[config.mk]
export PLATFORM = sky130hd
export DESIGN_NAME = uei_regs
export DESIGN_NICKNAME = d
export VERILOG_FILES = /design/src/common/uei_pkg.sv /design/src/logic/uei_regs.sv /design/src/logic/uei_event_flag.sv /design/src/logic/uei_break_det.sv
export SDC_FILE = /design/constraint.sdc
export NUM_CORES = 1
export LEC_CHECK = 0
export ABC_AREA = 1
export BUFFER_PORTS_ARGS = -buffer_cell sky130_fd_sc_hd__buf_2
export CAP_MARGIN = 20
export CELL_PAD_IN_SITES_DETAIL_PLACEMENT = 0
export CELL_PAD_IN_SITES_GLOBAL_PLACEMENT = 1
export CORE_MARGIN = 2
export CORE_UTILIZATION = 35
export CTS_CLUSTER_SIZE = 10
export DETAILED_ROUTE_END_ITERATION = 8
export PLACE_DENSITY = 0.89
export SLEW_MARGIN = 40
export SYNTH_ARGS = -nofsm -noshare
export SYNTH_HDL_FRONTEND = slang
export SYNTH_SLANG_ARGS = --single-unit
[constraint.sdc]
create_clock -name core_clk -period 2.1 [get_ports core_clk]
set_clock_uncertainty 0.2 [all_clocks]
set_input_delay 0.21 -clock core_clk [delete_from_list [all_inputs] [get_ports core_clk]]
set_output_delay 0.21 -clock core_clk [all_outputs]
set_load 0.05 [all_outputs]
[src/common/uei_pkg.sv]
`default_nettype none
package uei_pkg;
   localparam int NUM_EV = 11;
   localparam int NUM_ERR = 4;

   // Event flag order, also the index into the flag vector
   localparam int EV_CTS    = 0;
   localparam int EV_NOT_CLEAR_TO_SEND_EVENT   = 1;
   localparam int EV_RXRDY  = 2;
   localparam int EV_RXEND  = 3;
   localparam int EV_TXRDY  = 4;
   localparam int EV_TXEND  = 5;
   localparam int EV_ERR    = 6;
   localparam int EV_RX_TIMEOUT_EVENT   = 7;
   localparam int EV_RXST   = 8;
   localparam int EV_TXST   = 9;
   localparam int EV_TXSTOP = 10;

   // Byte offsets of the event flag registers, same order
   localparam logic [11:0] EV_OFS [NUM_EV] = '{
      12'h100, 12'h104, 12'h108, 12'h110, 12'h11c, 12'h120,
      12'h124, 12'h144, 12'h14c, 12'h150, 12'h158};

   // Bit of each event in the enable registers, same order
   localparam int EV_BIT [NUM_EV] = '{0, 1, 2, 4, 7, 8, 9, 17, 19, 20, 22};

   localparam logic [11:0] OFS_SHORTCUT_CONTROL = 12'h200;
   localparam logic [11:0] OFS_IRQ_ENABLE  = 12'h300;
   localparam logic [11:0] OFS_INTSET = 12'h304;
   localparam logic [11:0] OFS_INTCLR = 12'h308;
   localparam logic [11:0] OFS_ERRSRC = 12'h480;

   localparam int SH_START = 5;
   localparam int SH_STOP  = 6;

   localparam int ERR_OVR = 0;
   localparam int ERR_PAR = 1;
   localparam int ERR_FRM = 2;
   localparam int ERR_BRK = 3;

   localparam logic [31:0] RST_VAL = 32'h0000_0000;

   localparam int FRAME_NOPAR = 10;
   localparam int FRAME_PAR   = 11;

   typedef enum logic [0:0] {
      UEI_IDLE = 1'b0,
      UEI_ACK  = 1'b1
   } uei_bus_t;
endpackage
`default_nettype wire

[src/logic/uei_regs.sv]
// The Avalon-MM register port is this design's own decision.
`timescale 1ns/1ps
`default_nettype none
module uei_regs #(
   parameter int ADDR_W = 12
) (
   input  wire logic              core_clk,
   input  wire logic              rst_n,
   input  wire logic [ADDR_W-1:0] avs_address,
   input  wire logic              avs_read,
   input  wire logic              avs_write,
   input  wire logic [31:0]       avs_writedata,
   input  wire logic [3:0]        avs_byteenable,
   output logic      [31:0]       avs_readdata,
   output logic                   avs_waitrequest,
   input  wire logic              cts_event,
   input  wire logic              not_clear_to_send_event,
   input  wire logic              byte_received_event,
   input  wire logic              rx_end_event,
   input  wire logic              byte_sent_event,
   input  wire logic              tx_end_event,
   input  wire logic              rx_timeout_event,
   input  wire logic              rx_started_event,
   input  wire logic              tx_started_event,
   input  wire logic              tx_stopped_event,
   input  wire logic              rx_start_bit,
   input  wire logic              rx_holding_full,
   input  wire logic              rx_char_done,
   input  wire logic              rx_parity_bad,
   input  wire logic              rx_stop_bad,
   input  wire logic              parity_check_en,
   input  wire logic              bit_tick,
   input  wire logic              rxd,
   output logic                   receive_start_task,
   output logic                   receive_stop_task,
   output logic                   irq
);
   import uei_pkg::*;

   generate
      if (ADDR_W < 11) begin : g_chk
         $error("uei_regs: ADDR_W too narrow for register map");
      end
   endgenerate

   uei_bus_t            bus_st;
   logic [11:0]         addr;
   logic                wr_acc;
   logic [31:0]         wmask;
   logic [31:0]         next_rdata;
   logic [NUM_EV-1:0]   ev_set;
   logic [NUM_EV-1:0]   ev_wr;
   logic [NUM_EV-1:0]   flags;
   logic [NUM_EV-1:0]   irq_enable;
   logic                short_start;
   logic                short_stop;
   logic [NUM_ERR-1:0]  err_det;
   logic [NUM_ERR-1:0]  err_src;
   logic                brk_pulse;
   logic                irq_src;

   function automatic logic [31:0] be_mask(input logic [3:0] be);
      logic [31:0] m;
      m = '0;
      for (int i = 0; i < 4; i++) begin
         m[i*8 +: 8] = {8{be[i]}};
      end
      return m;
   endfunction

   function automatic logic [31:0] pack_en(input logic [NUM_EV-1:0] en);
      logic [31:0] w;
      w = '0;
      for (int i = 0; i < NUM_EV; i++) begin
         w[EV_BIT[i]] = en[i];
      end
      return w;
   endfunction

   assign addr  = 12'(avs_address);
   assign wmask = be_mask(avs_byteenable);

   // Bus: one wait cycle, then a single cycle with waitrequest low
   always_ff @(posedge core_clk) begin
      if (!rst_n) begin
         bus_st          <= UEI_IDLE;
         avs_waitrequest <= 1'b1;
      end else begin
         case (bus_st)
            UEI_IDLE: begin
               if (avs_read || avs_write) begin
                  bus_st          <= UEI_ACK;
                  avs_waitrequest <= 1'b0;
               end
            end
            UEI_ACK: begin
               bus_st          <= UEI_IDLE;
               avs_waitrequest <= 1'b1;
            end
            default: begin
               bus_st          <= UEI_IDLE;
               avs_waitrequest <= 1'b1;
            end
         endcase
      end
   end

   // Writes land at the edge where the master sees waitrequest low
   assign wr_acc = avs_write && (bus_st == UEI_ACK);

   // Unmapped addresses read as zero
   always_comb begin
      next_rdata = '0;
      if (addr == OFS_SHORTCUT_CONTROL) begin
         next_rdata[SH_START] = short_start;
         next_rdata[SH_STOP]  = short_stop;
      end else if (addr == OFS_IRQ_ENABLE) begin
         next_rdata = pack_en(irq_enable);
      end else if (addr == OFS_INTSET) begin
         next_rdata = pack_en(irq_enable);
      end else if (addr == OFS_INTCLR) begin
         next_rdata = pack_en(irq_enable);
      end else if (addr == OFS_ERRSRC) begin
         next_rdata[NUM_ERR-1:0] = err_src;
      end else begin
         for (int i = 0; i < NUM_EV; i++) begin
            if (addr == EV_OFS[i]) begin
               next_rdata[0] = flags[i];
            end
         end
      end
   end

   // Read data sampled when the request is first seen
   always_ff @(posedge core_clk) begin
      if (!rst_n) begin
         avs_readdata <= RST_VAL;
      end else if (bus_st == UEI_IDLE && avs_read) begin
         avs_readdata <= next_rdata;
      end
   end

   // Error detectors
   uei_break_det #(
      .CNT_W (4)
   ) u_brk (
      .core_clk    (core_clk),
      .rst_n       (rst_n),
      .rxd         (rxd),
      .bit_tick    (bit_tick),
      .parity_en   (parity_check_en),
      .break_pulse (brk_pulse)
   );

   assign err_det[ERR_OVR] = rx_start_bit && rx_holding_full;
   assign err_det[ERR_PAR] = rx_char_done && rx_parity_bad && parity_check_en;
   assign err_det[ERR_FRM] = rx_char_done && rx_stop_bad;
   assign err_det[ERR_BRK] = brk_pulse;

   // Error cause bits: a new error wins over a clearing write
   generate
      for (genvar e = 0; e < NUM_ERR; e++) begin : g_err
         always_ff @(posedge core_clk) begin
            if (!rst_n) begin
               err_src[e] <= RST_VAL[e];
            end else if (err_det[e]) begin
               err_src[e] <= 1'b1;
            end else if (wr_acc && addr == OFS_ERRSRC && wmask[e] && avs_writedata[e]) begin
               err_src[e] <= 1'b0;
            end
         end
      end
   endgenerate

   // Event flags, order fixed by the EV_ indices
   assign ev_set[EV_CTS]    = cts_event;
   assign ev_set[EV_NOT_CLEAR_TO_SEND_EVENT]   = not_clear_to_send_event;
   assign ev_set[EV_RXRDY]  = byte_received_event;
   assign ev_set[EV_RXEND]  = rx_end_event;
   assign ev_set[EV_TXRDY]  = byte_sent_event;
   assign ev_set[EV_TXEND]  = tx_end_event;
   assign ev_set[EV_ERR]    = |err_det;
   assign ev_set[EV_RX_TIMEOUT_EVENT]   = rx_timeout_event;
   assign ev_set[EV_RXST]   = rx_started_event;
   assign ev_set[EV_TXST]   = tx_started_event;
   assign ev_set[EV_TXSTOP] = tx_stopped_event;

   generate
      for (genvar i = 0; i < NUM_EV; i++) begin : g_ev
         assign ev_wr[i] = wr_acc && (addr == EV_OFS[i]) && avs_byteenable[0];
         uei_event_flag u_flag (
            .core_clk  (core_clk),
            .rst_n     (rst_n),
            .set_pulse (ev_set[i]),
            .wr_en     (ev_wr[i]),
            .wr_bit    (avs_writedata[0]),
            .flag      (flags[i])
         );
      end
   endgenerate

   // Shortcut control
   always_ff @(posedge core_clk) begin
      if (!rst_n) begin
         short_start <= RST_VAL[SH_START];
         short_stop  <= RST_VAL[SH_STOP];
      end else if (wr_acc && addr == OFS_SHORTCUT_CONTROL && avs_byteenable[0]) begin
         short_start <= avs_writedata[SH_START];
         short_stop  <= avs_writedata[SH_STOP];
      end
   end

   // Task strobes registered; one cycle behind the receive-end strobe
   always_ff @(posedge core_clk) begin
      if (!rst_n) begin
         receive_start_task <= 1'b0;
         receive_stop_task  <= 1'b0;
      end else begin
         receive_start_task <= rx_end_event && short_start;
         receive_stop_task  <= rx_end_event && short_stop;
      end
   end

   // One enable set shared by all three aliases
   always_ff @(posedge core_clk) begin
      if (!rst_n) begin
         irq_enable <= '0;
      end else if (wr_acc) begin
         for (int i = 0; i < NUM_EV; i++) begin
            if (wmask[EV_BIT[i]]) begin
               if (addr == OFS_IRQ_ENABLE) begin
                  irq_enable[i] <= avs_writedata[EV_BIT[i]];
               end else if (addr == OFS_INTSET && avs_writedata[EV_BIT[i]]) begin
                  irq_enable[i] <= 1'b1;
               end else if (addr == OFS_INTCLR && avs_writedata[EV_BIT[i]]) begin
                  irq_enable[i] <= 1'b0;
               end
            end
         end
      end
   end

   // Level interrupt, registered so the pin never glitches
   assign irq_src = |(flags & irq_enable);
   always_ff @(posedge core_clk) begin
      if (!rst_n) begin
         irq <= 1'b0;
      end else begin
         irq <= irq_src;
      end
   end
endmodule
`default_nettype wire

[src/logic/uei_event_flag.sv]
`timescale 1ns/1ps
`default_nettype none
module uei_event_flag (
   input  wire logic core_clk,
   input  wire logic rst_n,
   input  wire logic set_pulse,
   input  wire logic wr_en,
   input  wire logic wr_bit,
   output logic      flag
);
   import uei_pkg::*;

   // Hardware set wins over a software write in the same cycle
   always_ff @(posedge core_clk) begin
      if (!rst_n) begin
         flag <= RST_VAL[0];
      end else if (set_pulse) begin
         flag <= 1'b1;
      end else if (wr_en) begin
         flag <= wr_bit;
      end
   end
endmodule
`default_nettype wire

[src/logic/uei_break_det.sv]
`timescale 1ns/1ps
`default_nettype none
module uei_break_det #(
   parameter int CNT_W = 4
) (
   input  wire logic core_clk,
   input  wire logic rst_n,
   input  wire logic rxd,
   input  wire logic bit_tick,
   input  wire logic parity_en,
   output logic      break_pulse
);
   import uei_pkg::*;

   generate
      if ((2 ** CNT_W) <= FRAME_PAR + 1) begin : g_chk
         $error("uei_break_det: CNT_W too small for frame length");
      end
   endgenerate

   logic             rxd_meta;
   logic             rxd_sync;
   logic [CNT_W-1:0] low_cnt;
   logic [CNT_W-1:0] frame_len;
   logic             fired;

   // Pin is asynchronous; idle line is high
   always_ff @(posedge core_clk) begin
      if (!rst_n) begin
         rxd_meta <= 1'b1;
         rxd_sync <= 1'b1;
      end else begin
         rxd_meta <= rxd;
         rxd_sync <= rxd_meta;
      end
   end

   assign frame_len = parity_en ? CNT_W'(FRAME_PAR) : CNT_W'(FRAME_NOPAR);

   // Longer than a frame: fire on the tick after frame_len low ticks
   always_ff @(posedge core_clk) begin
      if (!rst_n) begin
         low_cnt     <= '0;
         fired       <= 1'b0;
         break_pulse <= 1'b0;
      end else begin
         break_pulse <= 1'b0;
         if (rxd_sync) begin
            low_cnt <= '0;
            fired   <= 1'b0;
         end else if (bit_tick && !fired) begin
            if (low_cnt == frame_len) begin
               break_pulse <= 1'b1;
               fired       <= 1'b1;
            end else begin
               low_cnt <= low_cnt + 1'b1;
            end
         end
      end
   end
endmodule
`default_nettype wire

Word-level counts from Yosys, hierarchy flattened. Index checks and enable logic that the tools add are counted. Widths: inputs -> output; s select.

Register bits: 73. Input port bits: 70. Output and inout port bits: 36.

Add/subtract/negate cells: 1. Equality and inequality tests: 18. Muxes and demuxes: 89. Bitwise gates (word level): 5. Reduce and logical (&&, ||, !) cells: 106.

Operators by type and width (count): $eq 12x9->1 const B (11); $mux 1 (79); $logic_and 1x1->1 (61); $eq 12x10->1 const B (4); $mux 23 (2); $reduce_and 3->1 (11); $reduce_bool 3->1 (11); $reduce_bool 2->1 (15); $mux 25 (1); $mux 19 (1); $eq 12x11->1 const B (1); $and 11x11->11 (1); $reduce_or 11->1 (1); $mux 5 (1); $add 4x1->4 const B (1); $eq 4x4->1 (1); $mux 4 (1); $not 1->1 (4); $pmux 1 s2 (2); $reduce_and 2->1 (2); $reduce_or 4->1 (1); $mux 3 (1); $reduce_or 3->1 (1); $mux 2 (1); other kinds (4) (4).

Depth between registers and ports, before layout.
Depth in word-level cells: 17. Gate-level depth with buffers: 18. Mapped depth without buffers: 18.

Cells and area by module. Synthesis repeated with hierarchy kept, for this count alone.

Cells, all modules: 454. Area total of the unflattened synthesis: 3056.7 µm².

By module, submodules not included: uei_regs (instances 1, cells each 308, area each 2143.3 µm²); uei_event_flag (instances 11, cells each 9, area each 50.0 µm²); uei_break_det (instances 1, cells each 47, area each 362.8 µm²).

Least setup slack after synthesis. No wires, ideal clock.

Path type: input to register. Start: in avs_address[11]. End: reg irq_enable[7]. Arrival: 1.371 ns. Slack: 0.413 ns. Stages on the path: 11. Cell sequence: nor2_2 > nand2_2 > nor2_2 > inv_2 > nor3_4 > nor2_2 > nor2_2 > inv_2 > a21oi_2 > o21ai_0 > o211a_1.

Word-level cells in the longest chain between the ends: 4. Elaborated cells between the ends (all ways): 9.

Ends and longest elaborated chain: start, declared (RTL line uei_regs.sv:9) `input wire logic [ADDR_W-1:0] avs_address,`; $eq 12x10->1 (on tied branches) (RTL line uei_regs.sv:233, uei_regs.sv:235); $logic_and 1x1->1 (on tied branches) (RTL line uei_regs.sv:233, uei_regs.sv:235); $reduce_bool 3->1 (no source line) / $mux 1 (equally long branches); $reduce_and 3->1 (no source line) / $mux 1 (equally long branches); end signal, assigned by index (RTL line uei_regs.sv:232) `irq_enable[i] <= avs_writedata[EV_BIT[i]];`; end, declared (RTL line uei_regs.sv:54) `logic [NUM_EV-1:0] irq_enable;`.

Parallel ways exist; a longest one is shown, timed or not. A chain may end at the register's enable or synchronous reset.

Final worst setup path.
Start: reg bus_st. End: reg irq_enable[0].

Word-level cells in the longest chain between the ends: 2.

Ends and longest elaborated chain: start, declared (RTL line uei_regs.sv:46) `uei_bus_t bus_st;`; start signal, assigned (RTL line uei_regs.sv:86) `bus_st <= UEI_IDLE;`; start signal, assigned (RTL line uei_regs.sv:92) `bus_st <= UEI_ACK;`; start signal, assigned (RTL line uei_regs.sv:97) `bus_st <= UEI_IDLE;`; $logic_and 1x1->1 (RTL line uei_regs.sv:109) `assign wr_acc = avs_write && (bus_st == UEI_ACK);`; $reduce_and 3->1 (no source line).

No other way between the ends.

==> out/summary.md <==
* run status: finished, violations left
* violations in the final reports: negative hold slack
* FMAX: 0.554 GHz
* Longest Clk Path Bufs: 2
* horizontal extent of the die: 96.2 um
* layout cell share with drive strength beyond 1: 25.6%
* largest fanout on the critical path: 12
* Maximum Capacitance Violations: 0
* Arrival @ worst endpoint: 1.85 ns
* Post-Synthesis Mean Instance Area: 7.16 sq um
* leading cell type in the layout, fill and taps excluded: sky130_fd_sc_hd__nand2_1
* final hold violations: 2
* vias in the first global route: 2,778
* crit start category: flip-flop
* Sink Count: 55
* combined area of all synthesized cells: 0.00297 sq mm
* reg-to-reg endpoint: irq_enable[0]
* sequential element share of the synthesized area: 37.0%
* number of nets still failing antenna checks after routing: 0
* origin of the worst min-delay path: rx_char_done
* global-route wire length before repair: 12.8 mm
* share of the cycle needed by the critical path after routing: 86.0%
* core area: 0.00822 sq mm
* flops & latches, synth: 55
* worst voltage drop across the vdd grid: 0.286 mV
* Synth-to-Final Area Change: 28.0%
* FILL cells: 889
* instance count along the most critical hold path: 3
* highest-count cells in the layout ignoring fill and taps: sky130_fd_sc_hd__nand2_1 (75), sky130_fd_sc_hd__buf_2 (68), sky130_fd_sc_hd__dfxtp_1 (55)
* number of gates resized after CTS: 0
* R2R Setup Slk: 0.29 ns
* global route overflow: 0
* Max Slew Vio Count: 0
* clock buffers created by TritonCTS: 5
* P per Cell Area: 540 mW/mm^2
* final net count: 590
* Clock transition at path regs: 0.12 ns
* drc violations: 0
* worst reg2reg path depth: 8
* kind of critical path: reg2reg
* worst min-delay path class: in2reg
* largest area contributor in the netlist: sky130_fd_sc_hd__dfxtp_1
* top cell type's share of synthesized area: 37.0%
* die span in y: 96.2 um
* cell row count: 33
* static power due to leakage: 1.74 nW
* CTS hold repair buffers: 27
* Synth warnings: 0
* TritonCTS clock tree: built
* initial core utilization: 36.2%
* count of different cell masters after synthesis: 46
* router iterations before antenna repair: 4
* top post-synthesis cells by area: sky130_fd_sc_hd__dfxtp_1 (37%), sky130_fd_sc_hd__nand2_1 (9.5%), sky130_fd_sc_hd__inv_1 (6.7%)
* total number of H-tree levels: 2
* DRC violation total after the first TritonRoute iteration: 123
* number of antenna diodes: 0
* post-CTS setup buffer count: 0
* RSZ-0062 raised after global routing: no
* number of I/O pins: 106
* final critical delay including setup and external delays: 1.81 ns
* initial antenna violation count: 0
* maximum number of pins on one net before global-route repair: 28
* dpl hpwl: 5.99 mm
* number of enable flip-flop cells after synthesis: 0
* vias per std cell: 4.64
* post-synthesis async set-or-reset flop share: 0%
* Root Buffer Master: sky130_fd_sc_hd__clkbuf_8
* clock latency reported for the late side of the worst-skew pair: 0.32 ns
* worst flop-to-flop path startpoint: bus_st
* required time at the endpoint of the critical path: 2.14 ns
* combined global-route utilization of all metal layers: 17.7%
* overall via count from detail_route: 2,903
* Hold Slack: -0.00538 ns
* setup TNS: 0 ns
* die area: 0.00925 sq mm
* post-synthesis instance total: 415
* routability-driven placement congestion ratio: 0.899
* end point of the most critical hold path: err_src[1]
* main flop type after synthesis: sky130_fd_sc_hd__dfxtp_1
* count of buffers from port buffering: 68
* Worst Setup End Kind: flip-flop
* PnR Total Power: 2.05 mW
* Total Wirelength: 7.71 mm
* total setup violations reported at the end of the flow: 0
* wire length per cell after detailed routing: 12.3 um
## registers in the layout, indices dropped and copies added, names as in the netlist
name,cells
u_brk.low_cnt,4
err_src,4
g_ev.u_flag.flag,11
receive_stop_task,1
u_brk.fired,1
u_brk.rxd_meta,1
short_stop,1
u_brk.rxd_sync,1
irq_enable,11
bus_st,1
short_start,1
u_brk.break_pulse,1
receive_start_task,1
avs_waitrequest,1
avs_readdata,14
irq,1
## routing by layer
layer  global-route usage, %  vias up  wire length [um]  share of wire (%)
li1                        -     1524                 -                  -
met1                    21.9     1325              3630                 47
met5                       0        -                 0                  0
met4                    3.45        0                49               0.64
met3                    3.37        4               273                3.5
met2                    31.7       50              3750                 49
## final cells by class
cell class,instances,area (sq um),share of cell area [%]
Multi-Input combinational cell,287,1520,39.9
Sequential cell,55,1100,28.9
Timing Repair Buffer,108,721,18.9
Inverter,62,238,6.25
Tap cell,105,131,3.45
Clock buffer,5,68.8,1.81
Clock inverter,3,28.8,0.756
## metrics by stage
step / setup slack (ns) / utilization [%] / std cells / instance area, sq um
2_1_floorplan: 0.413 / - / 432 / 3040
3_3_place_gp: 0.0838 / 41.8 / 590 / 3440
3_5_place_dp: 0.0533 / 41.8 / 590 / 3440
4_1_cts: 0.284 / 46.3 / 625 / 3800
5_1_grt: 0.130 / 46.3 / 625 / 3800
6_report: 0.294 / 46.3 / 625 / 3800
## how the worst max path moves through the flow
| stage | from | endpoint | slack (ns) |
|---|---|---|---|
| 3_3_place_gp | avs_address[1] | avs_readdata[0] | 0.08 |
| 3_5_place_dp | avs_address[1] | avs_readdata[0] | 0.05 |
| 5_1_grt | avs_read | avs_readdata[22] | 0.13 |
| 6_report | bus_st | irq_enable[0] | 0.29 |
| 2_1_floorplan | avs_address[11] | irq_enable[7] | 0.41 |
| 4_1_cts | bus_st | irq_enable[0] | 0.28 |
## critical path, stage by stage (launching register included)
cell and delay (ns):
sky130_fd_sc_hd__dfxtp_1 0.37, sky130_fd_sc_hd__nand2_1 0.10, sky130_fd_sc_hd__inv_1 0.08, sky130_fd_sc_hd__nand2_1 0.06, sky130_fd_sc_hd__inv_1 0.30, sky130_fd_sc_hd__nand2_1 0.23
sky130_fd_sc_hd__a21oi_2 0.19, sky130_fd_sc_hd__nor2_1 0.06, sky130_fd_sc_hd__a211oi_2 0.13
## kinds of logic after synthesis
logic type	share of synthesized area, %
other	0.126
AOI/OAI and AO/OA	18.0
and+or+nand+nor	30.0
adders and majority gates	0.421
buffers and inverters	14.1
xor gates and xnor gates	0.295
DFF	37.0
## cells in the mapped netlist (all sizes together), types with 2 or more instances
cell,n
nor3,10
a21boi,2
nand3,27
buf,20
clkinv,2
a221oi,2
inv,60
nand2,79
or2,4
a211oi,4
o21ai,35
nor4,4
a21oi,33
dfxtp,55
a21o,2
nand4,6
nor2,46
clkbuf,8
o31ai,6
## where the power goes
group	internal, mW	leakage, nW	switching (mW)
logic	0.118	1.24	0.212
clock network	0.248	0.0502	0.388
registers	1.07	0.449	0.0181
Power figures use the tool's default switching activity.
